`src/hw/dec_alu_pkg.sv`:
```
package dec_alu_pkg;

    // register byte addresses (AXI4-Lite, one aligned word each)
    localparam logic [7:0] CTRL_OFFS = 8'h00;
    localparam logic [7:0] OPERAND_OFFS = 8'h04;
    localparam logic [7:0] STATUS_OFFS = 8'h08;
    localparam logic [7:0] RESULT_OFFS = 8'h0c;
    localparam logic [7:0] FLAGS_OFFS = 8'h10;

    // control register fields
    localparam int CTRL_OP_LSB = 0;
    localparam int CTRL_BYTE_BIT = 2;
    localparam int CTRL_GO_BIT = 8;

    // status word bit positions
    localparam int SW_C_BIT = 0;
    localparam int SW_Z_BIT = 1;
    localparam int SW_N_BIT = 2;
    localparam int SW_GIE_BIT = 3;
    localparam int SW_PROCESSOR_HALT_BIT_BIT = 4;
    localparam int SW_OSCILLATOR_STOP_BIT_BIT = 5;
    localparam int SW_V_BIT = 8;

    localparam logic [15:0] IRQ_MASK_CONST = 16'h0008;
    localparam logic [15:0] SUB_ONE = 16'h0001;
    localparam logic [15:0] SUB_TWO = 16'h0002;
    localparam logic [15:0] STATUS_RESET = 16'h0000;
    localparam logic [15:0] OPERAND_RESET = 16'h0000;

    localparam logic [1:0] RESP_OKAY = 2'b00;
    localparam logic [1:0] RESP_SLVERR = 2'b10;

    typedef enum logic [1:0] {
        minus_one_op,
        minus_two_op,
        irq_mask_op,
        no_op
    } op_t;

endpackage : dec_alu_pkg

```
`src/hw/dec_irq_alu.sv`:
```
`timescale 1ns/1ps
// Behaviour
// [RQ1] single decrement writes destination minus one, word or byte
// [RQ2] single decrement: negative flag follows result sign bit
// [RQ3] single decrement: zero set exactly when destination was one
// [RQ4] single decrement: carry cleared only when destination was zero
// [RQ5] single decrement: overflow only from 08000h word or 080h byte
// [RQ6] double decrement writes destination minus two, word or byte
// [RQ7] double decrement: negative flag follows result sign bit
// [RQ8] double decrement: zero set exactly when destination was two
// [RQ9] double decrement: carry cleared when destination was zero or one
// [RQ10] double decrement: overflow only from 08001h/08000h or 081h/080h
// [RQ11] decrements keep oscillator stop, halt and interrupt enable bits
// [RQ12] decrements use the subtractor with constant one or two
// [RQ13] interrupt disable ANDs status word with inverted 08h mask
// [RQ14] interrupt disable keeps arithmetic flags, oscillator and halt bits
// [RQ15] software puts one instruction after disable before protected code
// [RQ16] software never clears enable right after setting it
// [RQ17] spacing applies to every instruction clearing the enable bit
module dec_irq_alu
    import dec_alu_pkg::*;
(
    input wire logic aclk,
    input wire logic aresetn,
    input wire logic [7:0] s_axi_awaddr,
    input wire logic [2:0] s_axi_awprot,
    input wire logic s_axi_awvalid,
    output logic s_axi_awready,
    input wire logic [31:0] s_axi_wdata,
    input wire logic [3:0] s_axi_wstrb,
    input wire logic s_axi_wvalid,
    output logic s_axi_wready,
    output logic [1:0] s_axi_bresp,
    output logic s_axi_bvalid,
    input wire logic s_axi_bready,
    input wire logic [7:0] s_axi_araddr,
    input wire logic [2:0] s_axi_arprot,
    input wire logic s_axi_arvalid,
    output logic s_axi_arready,
    output logic [31:0] s_axi_rdata,
    output logic [1:0] s_axi_rresp,
    output logic s_axi_rvalid,
    input wire logic s_axi_rready
);

    typedef struct packed {
        logic aw_held;
        logic [7:0] aw_addr;
        logic w_held;
        logic [31:0] w_data;
        logic [3:0] w_strb;
        logic bvalid;
        logic [1:0] bresp;
        logic rvalid;
        logic [1:0] rresp;
        logic [31:0] rdata;
        logic [2:0] ctrl;
        logic [15:0] operand;
        logic [15:0] status_word;
        logic [15:0] result;
    } state_t;

    state_t st_r;
    state_t st_nxt;

    logic [15:0] sub_res;
    logic sub_n;
    logic sub_z;
    logic sub_c;
    logic sub_v;
    op_t cur_op;
    logic byte_sel;
    logic [15:0] sub_k;

    function automatic logic mapped(input logic [7:0] a);
        mapped = (a == CTRL_OFFS) || (a == OPERAND_OFFS) || (a == STATUS_OFFS)
            || (a == RESULT_OFFS) || (a == FLAGS_OFFS);
    endfunction : mapped

    function automatic logic [31:0] merge(input logic [31:0] old, input logic [31:0] nw,
                                          input logic [3:0] strb);
        logic [31:0] m;
        m = old;
        for (int i = 0; i < 4; i++) begin
            if (strb[i]) begin
                m[i*8 +: 8] = nw[i*8 +: 8];
            end
        end
        merge = m;
    endfunction : merge

    // the operation about to run comes from the word being written to the control register
    logic go_write;
    logic [31:0] ctrl_word;

    always_comb begin
        ctrl_word = merge({29'h0, st_r.ctrl}, st_r.w_data, st_r.w_strb);
        go_write = st_r.aw_held && st_r.w_held && !st_r.bvalid
            && (st_r.aw_addr == CTRL_OFFS) && ctrl_word[CTRL_GO_BIT];
        cur_op = op_t'(ctrl_word[CTRL_OP_LSB +: 2]);
        byte_sel = ctrl_word[CTRL_BYTE_BIT];
        sub_k = (cur_op == minus_two_op) ? SUB_TWO : SUB_ONE; // [RQ12]
    end

    dec_sub_core u_sub (
        .dst(st_r.operand),
        .k(sub_k),
        .byte_mode(byte_sel),
        .res(sub_res),
        .flag_n(sub_n),
        .flag_z(sub_z),
        .flag_c(sub_c),
        .flag_v(sub_v)
    );

    assign s_axi_awready = !st_r.aw_held;
    assign s_axi_wready = !st_r.w_held;
    assign s_axi_bvalid = st_r.bvalid;
    assign s_axi_bresp = st_r.bresp;
    assign s_axi_arready = !st_r.rvalid;
    assign s_axi_rvalid = st_r.rvalid;
    assign s_axi_rresp = st_r.rresp;
    assign s_axi_rdata = st_r.rdata;

    always_comb begin
        logic [31:0] wv;
        logic [15:0] sw;
        wv = 32'h0;
        sw = st_r.status_word;
        st_nxt = st_r;

        if (s_axi_awvalid && !st_r.aw_held) begin
            st_nxt.aw_held = 1'b1;
            st_nxt.aw_addr = s_axi_awaddr;
        end
        if (s_axi_wvalid && !st_r.w_held) begin
            st_nxt.w_held = 1'b1;
            st_nxt.w_data = s_axi_wdata;
            st_nxt.w_strb = s_axi_wstrb;
        end

        // commit once both halves are held; response follows next cycle
        if (st_r.aw_held && st_r.w_held && !st_r.bvalid) begin
            st_nxt.bvalid = 1'b1;
            st_nxt.bresp = mapped(st_r.aw_addr) ? RESP_OKAY : RESP_SLVERR;
            unique case (st_r.aw_addr)
                CTRL_OFFS: begin
                    st_nxt.ctrl = ctrl_word[2:0];
                end
                OPERAND_OFFS: begin
                    wv = merge({16'h0, st_r.operand}, st_r.w_data, st_r.w_strb);
                    st_nxt.operand = wv[15:0];
                end
                STATUS_OFFS: begin
                    wv = merge({16'h0, st_r.status_word}, st_r.w_data, st_r.w_strb);
                    st_nxt.status_word = wv[15:0];
                end
                default: begin
                    // result and flags are read only; unmapped gets SLVERR
                end
            endcase
        end

        if (go_write) begin
            unique case (cur_op)
                minus_one_op, minus_two_op: begin
                    // destination replaced by the subtractor output
                    st_nxt.operand = sub_res; // [RQ1] [RQ6]
                    st_nxt.result = sub_res;
                    sw[SW_N_BIT] = sub_n; // [RQ2] [RQ7]
                    sw[SW_Z_BIT] = sub_z; // [RQ3] [RQ8]
                    sw[SW_C_BIT] = sub_c; // [RQ4] [RQ9]
                    sw[SW_V_BIT] = sub_v; // [RQ5] [RQ10]
                    // mode bits (gie, halt, oscillator) left as they were
                    st_nxt.status_word = sw; // [RQ11]
                end
                irq_mask_op: begin
                    // only the enable bit drops; pipeline hazard is software's to cover
                    st_nxt.status_word = st_r.status_word & ~IRQ_MASK_CONST; // [RQ13] [RQ14]
                end
                no_op: begin
                end
            endcase
        end

        if (st_r.bvalid && s_axi_bready) begin
            st_nxt.bvalid = 1'b0;
            st_nxt.aw_held = 1'b0;
            st_nxt.w_held = 1'b0;
        end

        if (st_r.rvalid) begin
            if (s_axi_rready) begin
                st_nxt.rvalid = 1'b0;
            end
        end else if (s_axi_arvalid) begin
            st_nxt.rvalid = 1'b1;
            st_nxt.rresp = mapped(s_axi_araddr) ? RESP_OKAY : RESP_SLVERR;
            unique case (s_axi_araddr)
                CTRL_OFFS: st_nxt.rdata = {29'h0, st_r.ctrl};
                OPERAND_OFFS: st_nxt.rdata = {16'h0, st_r.operand};
                STATUS_OFFS: st_nxt.rdata = {16'h0, st_r.status_word};
                RESULT_OFFS: st_nxt.rdata = {16'h0, st_r.result};
                FLAGS_OFFS: st_nxt.rdata = {28'h0, st_r.status_word[SW_V_BIT],
                    st_r.status_word[SW_N_BIT], st_r.status_word[SW_Z_BIT],
                    st_r.status_word[SW_C_BIT]};
                default: st_nxt.rdata = 32'h0;
            endcase
        end
    end

    always_ff @(posedge aclk) begin
        if (!aresetn) begin
            st_r <= '0;
            st_r.operand <= OPERAND_RESET;
            st_r.status_word <= STATUS_RESET;
            st_r.ctrl <= 3'h3;
        end else begin
            st_r <= st_nxt;
        end
    end

endmodule : dec_irq_alu

```
`src/hw/dec_sub_core.sv`:
```
`timescale 1ns/1ps
// general subtractor: dst - k in word or byte width, with flags
module dec_sub_core
    import dec_alu_pkg::*;
(
    input wire logic [15:0] dst,
    input wire logic [15:0] k,
    input wire logic byte_mode,
    output logic [15:0] res,
    output logic flag_n,
    output logic flag_z,
    output logic flag_c,
    output logic flag_v
);
    logic [16:0] diff;
    logic [15:0] d;
    logic sd;
    logic sk;
    logic sr;

    always_comb begin
        d = byte_mode ? {8'h00, dst[7:0]} : dst;
        // carry = no borrow: compute d + ~k + 1
        diff = {1'b0, d} + {1'b0, ~k} + 17'h00001;
        if (byte_mode) begin
            res = {8'h00, diff[7:0]};
            sd = d[7];
            sk = k[7];
            sr = diff[7];
            flag_c = (d[7:0] >= k[7:0]);
            flag_z = (diff[7:0] == 8'h00);
        end else begin
            res = diff[15:0];
            sd = d[15];
            sk = k[15];
            sr = diff[15];
            flag_c = diff[16];
            flag_z = (diff[15:0] == 16'h0000);
        end
        flag_n = sr; // [RQ2] [RQ7]
        // overflow: positive minus... operands of unlike sign and result sign flips
        flag_v = (sd != sk) && (sr != sd);
    end
endmodule : dec_sub_core

```
`config.mk`:
```
export PLATFORM = sky130hd
export DESIGN_NAME = dec_irq_alu
export DESIGN_NICKNAME = d
export VERILOG_FILES = /design/src/hw/dec_alu_pkg.sv /design/src/hw/dec_irq_alu.sv /design/src/hw/dec_sub_core.sv
export SDC_FILE = /design/constraint.sdc
export NUM_CORES = 1
export LEC_CHECK = 0
export BUFFER_PORTS_ARGS = -buffer_cell sky130_fd_sc_hd__buf_4
export CAP_MARGIN = 20
export CORE_ASPECT_RATIO = 0.5
export CORE_UTILIZATION = 25
export DETAILED_ROUTE_END_ITERATION = 10
export GPL_TIMING_DRIVEN = 0
export PLACE_DENSITY_LB_ADDON = 0.2
export SETUP_SLACK_MARGIN = 0.5
export SYNTH_ARGS = -nofsm -noshare
export SYNTH_HDL_FRONTEND = slang
export SYNTH_SLANG_ARGS = --single-unit
```
`constraint.sdc`:
```
create_clock -name aclk -period 5 [get_ports aclk]
set_clock_uncertainty 0.1 [all_clocks]
set_input_delay 0 -clock aclk [delete_from_list [all_inputs] [get_ports aclk]]
set_output_delay 0 -clock aclk [all_outputs]
set_load 0.005 [all_outputs]
```
Word level (Yosys, flattened, before mapping)
Index checks and enable logic that the tools add are counted.

storage, ports and cells
  bits of input ports = 65
  word-level logic and storage cells = 93
  register bits = 117
  output and inout port bits = 41

operators by class
  add/sub/neg operators = 2
  $lt $le $gt $ge = 1
  multiplexer cells = 26
  bitwise logic cells = 3
  reduce and logical (&&, ||, !) cells = 31
  eq/ne operators = 14

operators with widths
  kind                   count
  $mux 16                6
  $pmux 16 s5            1
  $mux 48                1
  $mux 35                1
  $eq 8x4->1 const B     4
  $mux 32                1
  $mux 8                 4
  $pmux 16 s2            1
  $logic_not 8->1        3
  $add 16x16->17         1
  $add 17x1->17 const B  1
  $eq 8x3->1 const B     2
  $eq 8x5->1 const B     2
  $logic_not 16->1       1
  $not 2->16             1
  $ge 8x2->1             1
  $logic_and 1x1->1      8
  $logic_or 1x1->1       8
  $reduce_and 2->1       4
  $mux 1                 7
  $mux 2                 3
  $logic_not 1->1        4
  $ne 2x2->1 const B     2
  $reduce_or 2->1        2
  other kinds (7)        8

Depth between registers and ports, before layout
  depth in word-level cells = 11
  depth in mapped cells = 12
  mapped depth without buffers = 11

Modules after synthesis
A second synthesis with hierarchy kept.

second synthesis, totals
  cells, all modules = 685
  area, all modules = 5854.4 sq um

by module, submodules not included
  module        area each (sq um)  cells an instance  times used
  dec_irq_alu   4663.2             518                1
  dec_sub_core  1191.1             167                1

Worst setup path after synthesis
OpenSTA, ideal clock, no wires.

  path type = register to register
  start = reg st_r[89] (netlist bit)
  end = reg st_r[14] (netlist bit)
  data arrival time = 3091 ps
  path slack = 1694 ps
  buffers on the path = 1
  library setup time = 115 ps
  period minus slack after synthesis = 3306 ps
  cell stages (with the launch flop) = 13
  data required time = 4785 ps
  cells stage by stage = dfxtp_1 -> clkbuf_1 -> mux2_2 -> nand2_1 -> ha_1 -> inv_1 -> fa_1 -> nor4_2 -> o2111ai_1 -> nor3_1 -> xnor2_1 -> nor2_1 -> o21a_1

between the ends
  word-level cells in the longest chain between the ends = 7
  elaborated cells on any way between the ends = 11

RTL lines
  item                    line                source
  start, declared         dec_irq_alu.sv:63   state_t st_r;
  start signal, assigned  dec_irq_alu.sv:219  st_r <= st_nxt;
  $mux 3 *                dec_irq_alu.sv:85   if (strb[i]) begin
  $eq 2x1->1              -
  $mux 2                  dec_irq_alu.sv:102  sub_k = (cur_op == minus_two_op) ? SUB_TWO : SUB_ONE;
  $not 2->16              dec_sub_core.sv:24  diff = {1'b0, d} + {1'b0, ~k} + 17'h00001;
  $add 16x16->17          dec_sub_core.sv:24
  $add 17x1->17           dec_sub_core.sv:24
  $mux 16                 dec_sub_core.sv:25  if (byte_mode) begin

Mark *: on every way between the ends. The rest lies on a longest branch, timed or not.
A chain may end at the register's enable or synchronous reset.

Worst setup path after layout
  start = reg st_r[89] (netlist bit)
  end = reg st_r[16] (netlist bit)

between the ends
  word-level cells in the longest chain between the ends = 9
  elaborated cells on any way between the ends = 18

RTL lines
  item            line                source
  $mux 3          dec_irq_alu.sv:85
  $eq 2x1->1      -
  $mux 2          dec_irq_alu.sv:102
  $not 2->16      dec_sub_core.sv:24
  $add 16x16->17  dec_sub_core.sv:24
  $add 17x1->17   dec_sub_core.sv:24
  $mux 1          dec_sub_core.sv:25
  $pmux 16 s2     dec_irq_alu.sv:165  unique case (cur_op)
  $mux 48         dec_irq_alu.sv:164  if (go_write) begin

Several ways; a longest one is shown, not always the timed one. The select of a mux whose other input is x is not followed.

==> flow_metrics.tcl <==
set metrics [dict create \
    status "completed" \
    drc_errors 0 \
    route.met3.wl_microns 930 \
    synth_flop_cell "dfxtp_1" \
    grt_use_total_pct 16.8 \
    netlist_instances 656 \
    place_hpwl_mm 13.1 \
    hp-class "input port to register" \
    fin_nets 847 \
    layout_common_cells "nand2_1, dfxtp_1, buf_4" \
    grt.overflow.total 0 \
    fin_tns_setup_ps 0 \
    top_layer "met4" \
    core-area_sq_um 19700 \
    cts.sinks 99 \
    cts_tree "built" \
    numCtsBuffers 9 \
    powerDensity_nw_per_um2 266 \
    vdd_ir_drop_max_mv 0.146 \
    io_pins 106 \
    cp-start-kind "register" \
    synth_area_leaders "dfxtp_1, nand2_1, a21oi_1" \
    initial_utilization_pct 25.9 \
    critPathCaptureType "register" \
    met1Wirelength_mm 9.32 \
    syn_area_per_cell_sq_um 7.78 \
    final_common_cell "nand2_1" \
    cts_hold_buf 33 \
    cts-root-buf "clkbuf_16" \
    ys_ff_latch 99 \
    max_stage_delay_ps 820 \
    dr_total_vias 4929 \
    cts.clk_slew.worst_paths_ps 70 \
    drive_gt1_share_pct 17.7 \
    drtIter0Drc 359 \
    fp.dieH_microns 103 \
    p_leak_uw 0.00253 \
    synthesis.area_sq_um 5110 \
    final_antenna_net_count 0 \
    fill_cells 2146 \
    grt_start_max_net_pins 17 \
    wire_per_inst_microns 16.3 \
    maxSlewHeadroom_pct 41.1 \
    antenna_found_initial 0 \
    hold_viol 0 \
    route.met2.wl_mm 6.72 \
    crit_arrival_ps 4240 \
    max_slew.worst_pin.slew_ps 876 \
    num_rows 36 \
    slowest_stage "nor4_2" \
    yosysSeqAreaShare_pct 38.8 \
    rsz0062_at_grt "no" \
    htree_levels 3 \
    path_cells "clkbuf_1 -> mux2_2 -> nand2_1 -> ha_1 -> inv_1 -> fa_1 -> nor4_2 -> nand2_1 -> a311oi_1 -> a311o_1 -> a31oi_1" \
    cpMostUsedCell "nand2_1" \
    final-setup-viol-count 0 \
    synth_cell_types 57 \
    grt_pass1_vias 4548 \
    post_cts_buffers 0 \
    via_per_inst 4.69 \
    clkLatencyLatePin_ps 350 \
    fin_crit_ps 4140 \
    synth_top_area_cell "dfxtp_1" \
    drtPass1Iterations 5 \
    die_x_microns 204 \
    portBuffers 62 \
    cts_resized 0 \
    max_freq_ghz 0.242 \
    cts-root-to-sink-buffers 2 \
    async_reset_ff_share_pct 0 \
    yosys.area.top_type_share_pct 38.8 \
    gp_congestion 0.896 \
    crit_required_ps 5110 \
    min_period_over_period_pct 82.7 \
    drv_cap 0 \
    path_max_fanout 10 \
    dp_cells 1001 \
    syn2layout_area_growth_pct 29.3 \
    dieArea_sq_um 21000 \
    fin_cells 1050 \
    routed_wl_mm 17.2 \
    synth-edff-count 0 \
    diodes 0 \
    yosys_warnings 0 \
    grt_pass1_wl_mm 26.5 \
    final_max_slew_viol_count 0 \
    critPathKind "register to register" \
]
[path summary, 6_finish.rpt]
| check | end | start | cells past startpoint | slack [ps] |
|---|---|---|---|---|
| setup / recovery | st_r[16]$_SDFFE_PN0N_ | st_r[89]$_SDFFE_PN0P_ | 11 | 860 |
| hold / removal | st_r[24]$_SDFFE_PN0N_ | aresetn | 3 | 3 |
| setup reg to reg | st_r[16]$_SDFFE_PN0N_ | st_r[89]$_SDFFE_PN0P_ | 11 | 860 |
| hold reg to reg | st_r[12]$_SDFFE_PN0P_ | st_r[12]$_SDFFE_PN0P_ | 2 | 350 |
[critical path: cells and delay by family (launching register included)]
kind	cells	cell delay [ps]
simple gates	3	1390
fa+ha+maj	2	670
compound gates	3	610
buf+inv	2	490
mux	1	410
flops	1	310
[stage by stage]
step,instance area [sq um],hold WS (ps),setup slack (ps),total power [uW],utilization (%)
floorplan,5170,0.0571,1690,952,-
global placement,5970,90.5,890,1030,30.3
detailed placement,5970,92.2,958,1030,30.3
CTS,6600,3.14,935,1770,33.5
global route,6600,35.4,620,1830,33.5
finish,6600,3.33,864,1750,33.5
[power breakdown]
part / total (uW) / switching, uW / internal, uW
logic: 208 / 111 / 97.7
registers: 823 / 18.4 / 804
clock network: 723 / 319 / 404
[registers in the layout (all words and copies together) (netlist names)]
signal,count
st_r,79
s_axi_rdata,16
s_axi_bresp,1
s_axi_bvalid,1
s_axi_rresp,1
s_axi_rvalid,1
[logic make-up (layout without fill, tap and decap cells)]
| kind of cell | after synthesis | in the layout | share of synthesized area [%] |
|---|---|---|---|
| AO/OA/AOI/OAI | 158 | 158 | 18.7 |
| other | 1 | 18 | 0.0734 |
| flip-flops | 99 | 99 | 38.8 |
| AND/OR/NAND/NOR | 253 | 253 | 22.6 |
| multiplexers | 33 | 33 | 6.89 |
| XOR/XNOR | 13 | 13 | 2.23 |
| adder cells (fa/ha/maj) | 3 | 3 | 0.882 |
| buffers and inverters | 96 | 207 | 9.78 |
[synth_stat cells (7+ instances only)]
cell type / number
mux2_2: 17
buf_4: 36
nand2_1: 103
nor2_1: 64
a22oi_1: 22
a21oi_1: 76
a31oi_1: 7
xnor2_1: 9
clkbuf_1: 44
o21ai_0: 18
dfxtp_1: 99
mux2i_1: 16
nand3_1: 13
inv_1: 11
o21a_1: 8
nor3_1: 25
and3_1: 7
[layout make-up]
class / instances / area, sq um / share of cell area, %
plain buffers: 84 / 454 / 6.88
well taps: 266 / 333 / 5.04
clock buffers: 11 / 243 / 3.68
inverters: 12 / 45.0 / 0.682
flip-flops and latches: 99 / 1980 / 30.0
clock inverters: 5 / 60.1 / 0.910
repair buffers: 95 / 796 / 12.1
multi-input cells: 478 / 2690 / 40.7
[metal layers]
metal / global-route usage (%) / vias up
met1: 25.6 / 2303
met2: 23.7 / 130
met3: 3.22 / 14
met4: 3.96 / 0
li1: - / 2482
met5: 0 / -
No activity file was read; power rests on OpenSTA's default activity.
